## config.mk

```make
export PLATFORM = sky130hd
export DESIGN_NAME = dmct_timer
export DESIGN_NICKNAME = d
export VERILOG_FILES = /design/src/rtl/dmct_event_sync.v /design/src/rtl/dmct_timer.v
export VERILOG_INCLUDE_DIRS = /design/src /design/src/rtl
export SDC_FILE = /design/constraint.sdc
export NUM_CORES = 1
export LEC_CHECK = 0
export BUFFER_PORTS_ARGS = -buffer_cell sky130_fd_sc_hd__buf_2
export CORE_ASPECT_RATIO = 0.7
export CORE_UTILIZATION = 67
export DETAILED_ROUTE_END_ITERATION = 7
export PLACE_DENSITY_LB_ADDON = 0.3
export SYNTH_ARGS = -nofsm -noshare
export SYNTH_HDL_FRONTEND = slang
export SYNTH_SLANG_ARGS = --single-unit
```

## constraint.sdc

```tcl
create_clock -name ref_clk_i -period 8.3 [get_ports ref_clk_i]
set_input_delay 0.415 -clock ref_clk_i [delete_from_list [all_inputs] [get_ports ref_clk_i]]
set_output_delay 0.415 -clock ref_clk_i [all_outputs]
set_load 0.02 [all_outputs]
```

## src/rtl/dmct_consts.vh

```
// Constants for the dual mode compare timer: register offsets,
// field positions, reset values and prescaler ratios.
// Assumes a byte-wide peripheral bus with an 8-bit register address.
`ifndef DMCT_CONSTS_VH
`define DMCT_CONSTS_VH

// Register byte offsets
`define DMCT_OFS_CTRL        8'h00
`define DMCT_OFS_STAT        8'h01
`define DMCT_OFS_CNT_HI      8'h02
`define DMCT_OFS_CNT_LO      8'h03
`define DMCT_OFS_CMP_HI      8'h04
`define DMCT_OFS_CMP_LO      8'h05
`define DMCT_OFS_CLK_GATE    8'h06
`define DMCT_OFS_EDGE_SEL    8'h07

// Reset values
`define DMCT_RST_CNT         16'h0000
`define DMCT_RST_CMP         16'hFFFF
`define DMCT_RST_CTRL        8'h00
`define DMCT_RST_STAT        8'h00
`define DMCT_RST_CLK_GATE    8'hFF
`define DMCT_RST_EDGE_SEL    8'h00

// Control register fields
`define DMCT_CTRL_LVL_HI     7
`define DMCT_CTRL_CKS_HI_MSB 6
`define DMCT_CTRL_CKS_HI_LSB 4
`define DMCT_CTRL_MODE8      6
`define DMCT_CTRL_LVL_LO     3
`define DMCT_CTRL_CKS_LO_MSB 2
`define DMCT_CTRL_CKS_LO_LSB 0

// Control/status register fields
`define DMCT_ST_WRAP_HI      7
`define DMCT_ST_MATCH_HI     6
`define DMCT_ST_WIE_HI       5
`define DMCT_ST_CLR_HI       4
`define DMCT_ST_WRAP_LO      3
`define DMCT_ST_MATCH_LO     2
`define DMCT_ST_WIE_LO       1
`define DMCT_ST_CLR_LO       0

// Other single bits
`define DMCT_GATE_SLEEP_BIT  2
`define DMCT_EDGE_SEL_BIT    3

// Clock select codes
`define DMCT_CKS_DIV32       3'h4
`define DMCT_CKS_DIV16       3'h5
`define DMCT_CKS_DIV4        3'h6
`define DMCT_CKS_SUB4        3'h7

// Prescaler ratios
`define DMCT_DIV_32          32
`define DMCT_DIV_16          16
`define DMCT_DIV_4           4
`define DMCT_SUB_DIV         4

`endif

```

## src/rtl/dmct_event_sync.v

```verilog
// Two-stage synchroniser and selectable edge detector for event_input.
// Assumes the event pulse is held for at least two system clocks.
`timescale 1ns/100ps
module dmct_event_sync (
  input  wire ref_clk_i,
  input  wire rstn_i,
  input  wire event_input_i,
  input  wire rise_sel_i,
  output wire edge_pulse_o
);
  reg meta_reg;
  reg sync_reg;
  reg prev_reg;

  // Only sync_reg reads meta_reg, keeping metastability contained
  always @(posedge ref_clk_i) begin
    if (!rstn_i) begin
      meta_reg <= 1'b0;
      sync_reg <= 1'b0;
      prev_reg <= 1'b0;
    end else begin
      meta_reg <= event_input_i;
      sync_reg <= meta_reg;
      prev_reg <= sync_reg;
    end
  end

  // Edge picked by the edge select bit
  assign edge_pulse_o = rise_sel_i ? (sync_reg & ~prev_reg)
                                   : (~sync_reg & prev_reg);
endmodule // dmct_event_sync

```

## src/rtl/dmct_timer.v

```verilog
// Dual mode compare timer: 16-bit counter with compare, or two 8-bit
// halves, reached over a byte-wide peripheral bus with a byte latch.
// Assumes single-cycle read/write strobes, synchronous to ref_clk_i.
`timescale 1ns/100ps
`include "dmct_consts.vh"

// What this block does
// Low half clears on match when enabled
// Gate bit 2 zero stops the timer
// Byte latch mediates sixteen-bit transfers
// CPU accesses upper byte first
// Eight-bit mode accepts bytes any order
// Upper write latches; lower write loads both
// Counter upper read latches lower byte
// Compare reads bypass the byte latch
// Mode bit selects sixteen or two eight
// Reset values for counter, compare, controls
// Full match sets high match flag, irq
// Full counter clears on match when enabled
// Full wrap sets high wrap flag, irq
// Eight-bit halves match independently
// Eight-bit halves wrap independently
// Clock select picks four internal sources
// Low select zero counts event edges
// Event pulses last two clocks minimum
// Toggle outputs preset by level, invert
// Flags cleared by zero after read
// Match fires when counter leaves value
// Per-half irq combines CPU enable
// Event input synchronised before edge detect
module dmct_timer #(
  parameter SUB_DIV = `DMCT_SUB_DIV
) (
  input  wire       ref_clk_i,
  input  wire       rstn_i,
  input  wire [7:0] addr_i,
  input  wire [7:0] wdata_i,
  input  wire       wr_i,
  input  wire       rd_i,
  input  wire       sub_clk_tick_i,
  input  wire       event_input_i,
  input  wire       cpu_irq_en_high_i,
  input  wire       cpu_irq_en_low_i,
  output reg  [7:0] rdata_o,
  output reg        toggle_out_high_o,
  output reg        toggle_out_low_o,
  output reg        irq_high_o,
  output reg        irq_low_o
);
  reg  [15:0] cnt_reg;
  reg  [15:0] cmp_reg;
  reg  [7:0]  ctrl_reg;
  reg  [7:0]  stat_reg;
  reg  [7:0]  gate_reg;
  reg  [7:0]  edge_reg;
  reg  [7:0]  byte_latch_reg;
  reg  [4:0]  pre_reg;
  reg  [4:0]  pre_prev_reg;
  reg  [3:0]  sub_reg;
  reg  [3:0]  sub_prev_reg;
  reg  [7:0]  flag_seen_reg;
  reg         eq_hi_reg;
  reg         eq_lo_reg;
  reg         eq_full_reg;
  reg  [15:0] cnt_next;
  reg  [7:0]  stat_next;
  reg         tick_hi;
  reg         tick_lo;
  wire        run;
  wire        mode8;
  wire        ev_pulse;
  wire [2:0]  cks_hi;
  wire [2:0]  cks_lo;
  wire        tick_32;
  wire        tick_16;
  wire        tick_4;
  wire        tick_w4;
  wire        match_hi;
  wire        match_lo;
  wire        match_full;
  wire        wrap_hi;
  wire        wrap_lo;
  wire        wrap_full;
  wire        wr_cnt_lo;
  wire        wr_cnt_hi;

  assign run    = gate_reg[`DMCT_GATE_SLEEP_BIT];
  assign mode8  = ctrl_reg[`DMCT_CTRL_MODE8];
  assign cks_hi = ctrl_reg[`DMCT_CTRL_CKS_HI_MSB:`DMCT_CTRL_CKS_HI_LSB];
  assign cks_lo = ctrl_reg[`DMCT_CTRL_CKS_LO_MSB:`DMCT_CTRL_CKS_LO_LSB];

  dmct_event_sync u_event_sync (
    .ref_clk_i     (ref_clk_i),
    .rstn_i        (rstn_i),
    .event_input_i (event_input_i),
    .rise_sel_i    (edge_reg[`DMCT_EDGE_SEL_BIT]),
    .edge_pulse_o  (ev_pulse)
  );

  // Free-running prescalers; one tick when the divided bit falls
  // Gating freezes the phase as well, so after a restart the first
  // tick may come early: interval counts are exact to one tick only
  always @(posedge ref_clk_i) begin
    if (!rstn_i) begin
      pre_reg      <= 5'h00;
      pre_prev_reg <= 5'h00;
      sub_reg      <= 4'h0;
      sub_prev_reg <= 4'h0;
    end else if (run) begin
      pre_reg      <= pre_reg + 5'h01;
      pre_prev_reg <= pre_reg;
      if (sub_clk_tick_i)
        sub_reg <= (sub_reg == SUB_DIV - 1) ? 4'h0 : sub_reg + 4'h1;
      sub_prev_reg <= sub_reg;
    end
  end
  assign tick_32 = pre_prev_reg[4] & ~pre_reg[4];
  assign tick_16 = pre_prev_reg[3] & ~pre_reg[3];
  assign tick_4  = pre_prev_reg[1] & ~pre_reg[1];
  // Subclock ticks are assumed already synchronous to ref_clk_i
  assign tick_w4 = (sub_prev_reg != 4'h0) & (sub_reg == 4'h0);

  // Count source select per half
  // Codes 0 to 3 all select the event pin; bit 2 alone decides
  always @* begin
    case (cks_lo)
      `DMCT_CKS_DIV32: tick_lo = tick_32;
      `DMCT_CKS_DIV16: tick_lo = tick_16;
      `DMCT_CKS_DIV4:  tick_lo = tick_4;
      `DMCT_CKS_SUB4:  tick_lo = tick_w4;
      default:         tick_lo = ev_pulse & ~cks_lo[2];
    endcase
    case (cks_hi)
      `DMCT_CKS_DIV32: tick_hi = tick_32;
      `DMCT_CKS_DIV16: tick_hi = tick_16;
      `DMCT_CKS_DIV4:  tick_hi = tick_4;
      `DMCT_CKS_SUB4:  tick_hi = tick_w4;
      default:         tick_hi = ev_pulse & ~cks_hi[2];
    endcase
    tick_lo = tick_lo & run;
    tick_hi = tick_hi & run;
  end

  // Match fires on the tick that moves the counter off the value
  // Match wins over wrap on one tick, so a clear never also flags wrap
  assign match_lo   = tick_lo & eq_lo_reg;
  assign match_hi   = tick_hi & eq_hi_reg;
  assign match_full = tick_lo & eq_full_reg;
  assign wrap_lo    = tick_lo & (cnt_reg[7:0] == 8'hFF) & ~match_lo;
  assign wrap_hi    = tick_hi & (cnt_reg[15:8] == 8'hFF) & ~match_hi;
  assign wrap_full  = tick_lo & (cnt_reg == 16'hFFFF) & ~match_full;

  assign wr_cnt_lo = wr_i & (addr_i == `DMCT_OFS_CNT_LO);
  assign wr_cnt_hi = wr_i & (addr_i == `DMCT_OFS_CNT_HI);

  // Next counter value; a CPU write overrides counting
  // In sixteen-bit mode the low select clocks the whole counter
  always @* begin
    cnt_next = cnt_reg;
    if (!mode8) begin
      if (match_full && stat_reg[`DMCT_ST_CLR_HI])
        cnt_next = 16'h0000;
      else if (tick_lo)
        cnt_next = cnt_reg + 16'h0001;
      if (wr_cnt_lo)
        cnt_next = {byte_latch_reg, wdata_i};
    end else begin
      if (match_lo && stat_reg[`DMCT_ST_CLR_LO])
        cnt_next[7:0] = 8'h00;
      else if (tick_lo)
        cnt_next[7:0] = cnt_reg[7:0] + 8'h01;
      if (match_hi && stat_reg[`DMCT_ST_CLR_HI])
        cnt_next[15:8] = 8'h00;
      else if (tick_hi)
        cnt_next[15:8] = cnt_reg[15:8] + 8'h01;
      if (wr_cnt_lo)
        cnt_next[7:0] = wdata_i;
      if (wr_cnt_hi)
        cnt_next[15:8] = wdata_i;
    end
  end

  // Status next: hardware set wins over software clear
  always @* begin
    stat_next = stat_reg;
    if (wr_i && addr_i == `DMCT_OFS_STAT) begin
      stat_next[`DMCT_ST_WIE_HI] = wdata_i[`DMCT_ST_WIE_HI];
      stat_next[`DMCT_ST_CLR_HI] = wdata_i[`DMCT_ST_CLR_HI];
      stat_next[`DMCT_ST_WIE_LO] = wdata_i[`DMCT_ST_WIE_LO];
      stat_next[`DMCT_ST_CLR_LO] = wdata_i[`DMCT_ST_CLR_LO];
      // Flag clears only after it was read as one; ones ignored
      stat_next[7:6] = stat_reg[7:6]
                       & ~(~wdata_i[7:6] & flag_seen_reg[7:6]);
      stat_next[3:2] = stat_reg[3:2]
                       & ~(~wdata_i[3:2] & flag_seen_reg[3:2]);
    end
    if (mode8 ? match_hi : match_full)
      stat_next[`DMCT_ST_MATCH_HI] = 1'b1;
    if (mode8 ? wrap_hi : wrap_full)
      stat_next[`DMCT_ST_WRAP_HI] = 1'b1;
    if (match_lo)
      stat_next[`DMCT_ST_MATCH_LO] = 1'b1;
    if (wrap_lo)
      stat_next[`DMCT_ST_WRAP_LO] = 1'b1;
  end

  // Registers and bus writes
  always @(posedge ref_clk_i) begin
    if (!rstn_i) begin
      cnt_reg        <= `DMCT_RST_CNT;
      cmp_reg        <= `DMCT_RST_CMP;
      ctrl_reg       <= `DMCT_RST_CTRL;
      stat_reg       <= `DMCT_RST_STAT;
      gate_reg       <= `DMCT_RST_CLK_GATE;
      edge_reg       <= `DMCT_RST_EDGE_SEL;
      byte_latch_reg <= 8'h00;
      flag_seen_reg  <= 8'h00;
      eq_hi_reg      <= 1'b0;
      eq_lo_reg      <= 1'b0;
      eq_full_reg    <= 1'b0;
    end else begin
      cnt_reg     <= cnt_next;
      stat_reg    <= stat_next;
      // Equality is registered so a match needs the following tick
      eq_lo_reg   <= (cnt_next[7:0] == cmp_reg[7:0]);
      eq_hi_reg   <= (cnt_next[15:8] == cmp_reg[15:8]);
      eq_full_reg <= (cnt_next == cmp_reg);
      // A read mark lasts until the flag is written zero, so a flag set
      // again later must be read once more before it can be cleared
      if (rd_i && addr_i == `DMCT_OFS_STAT)
        flag_seen_reg <= stat_reg;
      else if (wr_i && addr_i == `DMCT_OFS_STAT)
        flag_seen_reg <= flag_seen_reg & wdata_i;
      if (wr_i) begin
        case (addr_i)
          `DMCT_OFS_CTRL:     ctrl_reg <= wdata_i;
          `DMCT_OFS_CLK_GATE: gate_reg <= wdata_i;
          `DMCT_OFS_EDGE_SEL: edge_reg <= wdata_i;
          `DMCT_OFS_CNT_HI:   if (!mode8) byte_latch_reg <= wdata_i;
          `DMCT_OFS_CMP_HI: begin
            if (mode8)
              cmp_reg[15:8] <= wdata_i;
            else
              byte_latch_reg <= wdata_i;
          end
          `DMCT_OFS_CMP_LO: begin
            if (mode8)
              cmp_reg[7:0] <= wdata_i;
            else
              cmp_reg <= {byte_latch_reg, wdata_i};
          end
          default: ;
        endcase
      end
      if (rd_i && addr_i == `DMCT_OFS_CNT_HI && !mode8)
        byte_latch_reg <= cnt_reg[7:0];
    end
  end

  // Read data and toggle outputs, all registered
  // Counter low reads the latch in sixteen-bit mode, not the live count
  always @(posedge ref_clk_i) begin
    if (!rstn_i) begin
      rdata_o           <= 8'h00;
      toggle_out_high_o <= 1'b0;
      toggle_out_low_o  <= 1'b0;
      irq_high_o        <= 1'b0;
      irq_low_o         <= 1'b0;
    end else begin
      if (rd_i) begin
        case (addr_i)
          `DMCT_OFS_CTRL:     rdata_o <= ctrl_reg;
          `DMCT_OFS_STAT:     rdata_o <= stat_reg;
          `DMCT_OFS_CNT_HI:   rdata_o <= cnt_reg[15:8];
          `DMCT_OFS_CNT_LO:
            rdata_o <= mode8 ? cnt_reg[7:0] : byte_latch_reg;
          `DMCT_OFS_CMP_HI:   rdata_o <= cmp_reg[15:8];
          `DMCT_OFS_CMP_LO:   rdata_o <= cmp_reg[7:0];
          `DMCT_OFS_CLK_GATE: rdata_o <= gate_reg;
          `DMCT_OFS_EDGE_SEL: rdata_o <= edge_reg;
          default:            rdata_o <= 8'h00;
        endcase
      end
      // A control write presets the level and wins over a toggle
      if (wr_i && addr_i == `DMCT_OFS_CTRL) begin
        toggle_out_high_o <= wdata_i[`DMCT_CTRL_LVL_HI];
        toggle_out_low_o  <= wdata_i[`DMCT_CTRL_LVL_LO];
      end else begin
        if (mode8 ? match_hi : match_full)
          toggle_out_high_o <= ~toggle_out_high_o;
        if (match_lo)
          toggle_out_low_o <= ~toggle_out_low_o;
      end
      // Level request per half, gated by the CPU enables
      irq_high_o <= cpu_irq_en_high_i & (stat_next[`DMCT_ST_MATCH_HI]
                    | (stat_next[`DMCT_ST_WRAP_HI]
                       & stat_next[`DMCT_ST_WIE_HI]));
      irq_low_o  <= cpu_irq_en_low_i & mode8
                    & (stat_next[`DMCT_ST_MATCH_LO]
                    | (stat_next[`DMCT_ST_WRAP_LO]
                       & stat_next[`DMCT_ST_WIE_LO]));
    end
  end
endmodule // dmct_timer

```

==> summary.txt <==
layout cells sized above 1 -> 0.1388
clk root buf -> clkbuf_16
Ports -> 36
CP required -> 8.60 ns
CP Launch Point -> cnt_reg[8]
Avg WL per Cell -> 24.63 um
CTS Hold Bufs -> 0
arrival time worst endpoint -> 3.76 ns
Worst Hold Class -> in -> reg
Max-slew headroom -> 0.1954
worst skew pair latency -> 0.35 ns
H-tree depth -> 3
Final Setup Violations -> 0
RSZ-0062 raised after global routing -> false
Bufs on Longest Clock Path -> 2
Worst-Margin Slew -> 1.205 ns
Synth-to-Final Area Change -> 4.232%
sequential area share after synthesis -> 0.3296
sequential group share of total power -> 0.513
hold path startpoint -> event_input_i
pwr dens -> 153.1 nW/um2
Reg clk slew, reported paths -> 0.08 ns
post-synth cell types -> 90
Residual DRC -> 0
antenna violations before repair -> 0
Num CTS Buffers -> 9
CTS Sinks -> 110
GRT overflow -> 0
min cycle time layout -> 3.463 ns
PortBufs -> 35
Psw -> 288.5 uW
die footprint -> 10,380 um2
VDD IR-drop max -> 0.1239 mV
clock power share -> 0.403
row cnt -> 30
final WL -> 22,140 um
Post-CTS Setup Inserts -> 0
Final nets -> 795
r2r startpoint -> cnt_reg[8]
CP max FO -> 11
Pins Over Slew Limit -> 0
startpoint types -> register
Gate power share -> 0.085
Final Hold Viols -> 0
vias in the first global route -> 5,766
Antenna diodes -> 0
Die H -> 85.55 um
Final HPWL DP -> 15,210 um
status -> finished, final reports clean
synth warn -> 0
Syn Inst Count -> 776
DRT iter0 DRCs -> 956
Leak -> 2.729 nW
die width -> 121.4 um
GR Util All Layers -> 0.4330
Placer Congestion -> 1.021
cell accounting for the most synthesized area -> dfxtp_1
first-pass GRT wire length -> 33,490 um
antenna violation net count after detailed routing -> 0
worst clock skew -> 0.007353 ns
Finished Layout Cells -> 899
Post-synth ARST share -> 0
Initial Util -> 0.6899
Yosys reg bits -> 110
Mapped Nets -> 805
commonest register cell after synthesis -> dfxtp_1
Switching Share -> 0.2705
DR vias -> 6,502
EDFF count, synth -> 0
Final TNS setup -> 0 ns
fin crit share -> 0.4172
vias per cell -> 7.232
CTS resizes -> 0
Synth top area share -> 0.3296
Cells after DPL -> 883
largest net degree at the start of global routing -> 65
Setup CP Type -> reg -> reg
Core Region -> 9684 um2
Synth area leaders -> dfxtp_1 33%, mux2i_1 7.2%, nand2_1 4.9%, nor2_1 4.4%, mux4_2 4.0%
Synth Cell Area -> 6681 um2
Critical Path Sink Type -> register
drt first pass iters -> 7
max-cap viol count -> 0
Int Pwr -> 778.0 uW
Mapped Avg Cell Area -> 8.610 um2
max frequency -> 288.8 MHz
CTS tree -> yes
[path summary, 6_finish.rpt]
path / to / slack [ns] / depth (start not counted)
worst max register to register: eq_full_reg / 4.84 / 10
worst min-delay path: u_event_sync.meta_reg / 0.27 / 2
worst max-delay path: eq_full_reg / 4.84 / 10
worst min register to register: u_event_sync.sync_reg / 0.44 / 1
[synth_stat cells (15+ instances only)]
| master | n |
|---|---|
| dfxtp_1 | 110 |
| nand2_1 | 87 |
| nor2_1 | 78 |
| mux2i_1 | 48 |
| nand3_1 | 46 |
| clkbuf_1 | 36 |
| a21oi_1 | 35 |
| nand4_1 | 19 |
| o21ai_0 | 19 |
| a211oi_1 | 17 |
| and2_1 | 17 |
| o211ai_1 | 16 |
| o31ai_1 | 15 |
[cells in the final DEF, fill, tap and decap left out, types with 16 or more instances in the layout]
cell type  instances
nand4_1           19
nand3_1           46
buf_2             35
dfxtp_1          110
mux2i_1           48
o21ai_0           19
a21oi_1           35
a211oi_1          17
nand2_1           87
nor2_1            78
and2_1            17
o211ai_1          16
[area by class of cell]
cell class | instances | area [um2]
fill | 747 | 2720
clock inverter | 7 | 66.31
timing repair buffer | 39 | 205.2
sequential | 110 | 2202
inverter | 10 | 37.54
multi-input combinational | 596 | 4068
tap | 128 | 160.2
clock buffer | 9 | 225.2
[cell families (layout without fill, tap and decap cells)]
group,Yosys count,after routing,share of synthesized area
xor+xnor,22,22,0.02884
mux,64,64,0.1191
buf+inv,70,65,0.06161
compound gates,172,172,0.1893
fa+ha+maj,5,5,0.009363
flops,110,110,0.3296
simple gates,333,333,0.2622
[metrics by stage]
step	hold slack (ns)	cell area [um2]	util	setup slack, ns	total power [mW]
after global routing	0.2672	6964	0.7191	4.816	1.092
after CTS	0.2637	6964	0.7191	4.997	1.065
after detailed placement	0.4303	6673	0.6890	4.812	0.6445
final	0.2659	6964	0.7191	4.837	1.067
after floorplan	0.4119	6681	-	5.629	0.6200
after global placement	0.4224	6673	0.6890	4.935	0.6417
[power by group through the flow]
stage / combinational [mW] / clock, mW / sequential [mW]
2_1_floorplan: 0.0641 / 0 / 0.556
3_3_place_gp: 0.0834 / 0 / 0.558
3_5_place_dp: 0.0858 / 0 / 0.559
4_1_cts: 0.0867 / 0.432 / 0.546
5_1_grt: 0.0950 / 0.449 / 0.548
6_report: 0.0902 / 0.429 / 0.547
[metal layers]
metal / share of wire / up-vias / GRT usage
li1: - / 2853 / -
met1: 0.40 / 3020 / 0.6005
met2: 0.41 / 534 / 0.6074
met3: 0.15 / 95 / 0.1762
met4: 0.038 / 0 / 0.1414
met5: 0 / - / 0
[worst max-delay path, stage by stage, from the launching register on]
cell     delay, ns
dfxtp_1       0.69
ha_1          0.38
nand2_1       0.19
or3_1         0.44
or4b_1        0.51
o21ai_1       0.16
o22ai_2       0.12
xnor2_1       0.14
a211o_1       0.30
nor4_2        0.31
and2_1        0.18
(Power assumes the default switching activity.)
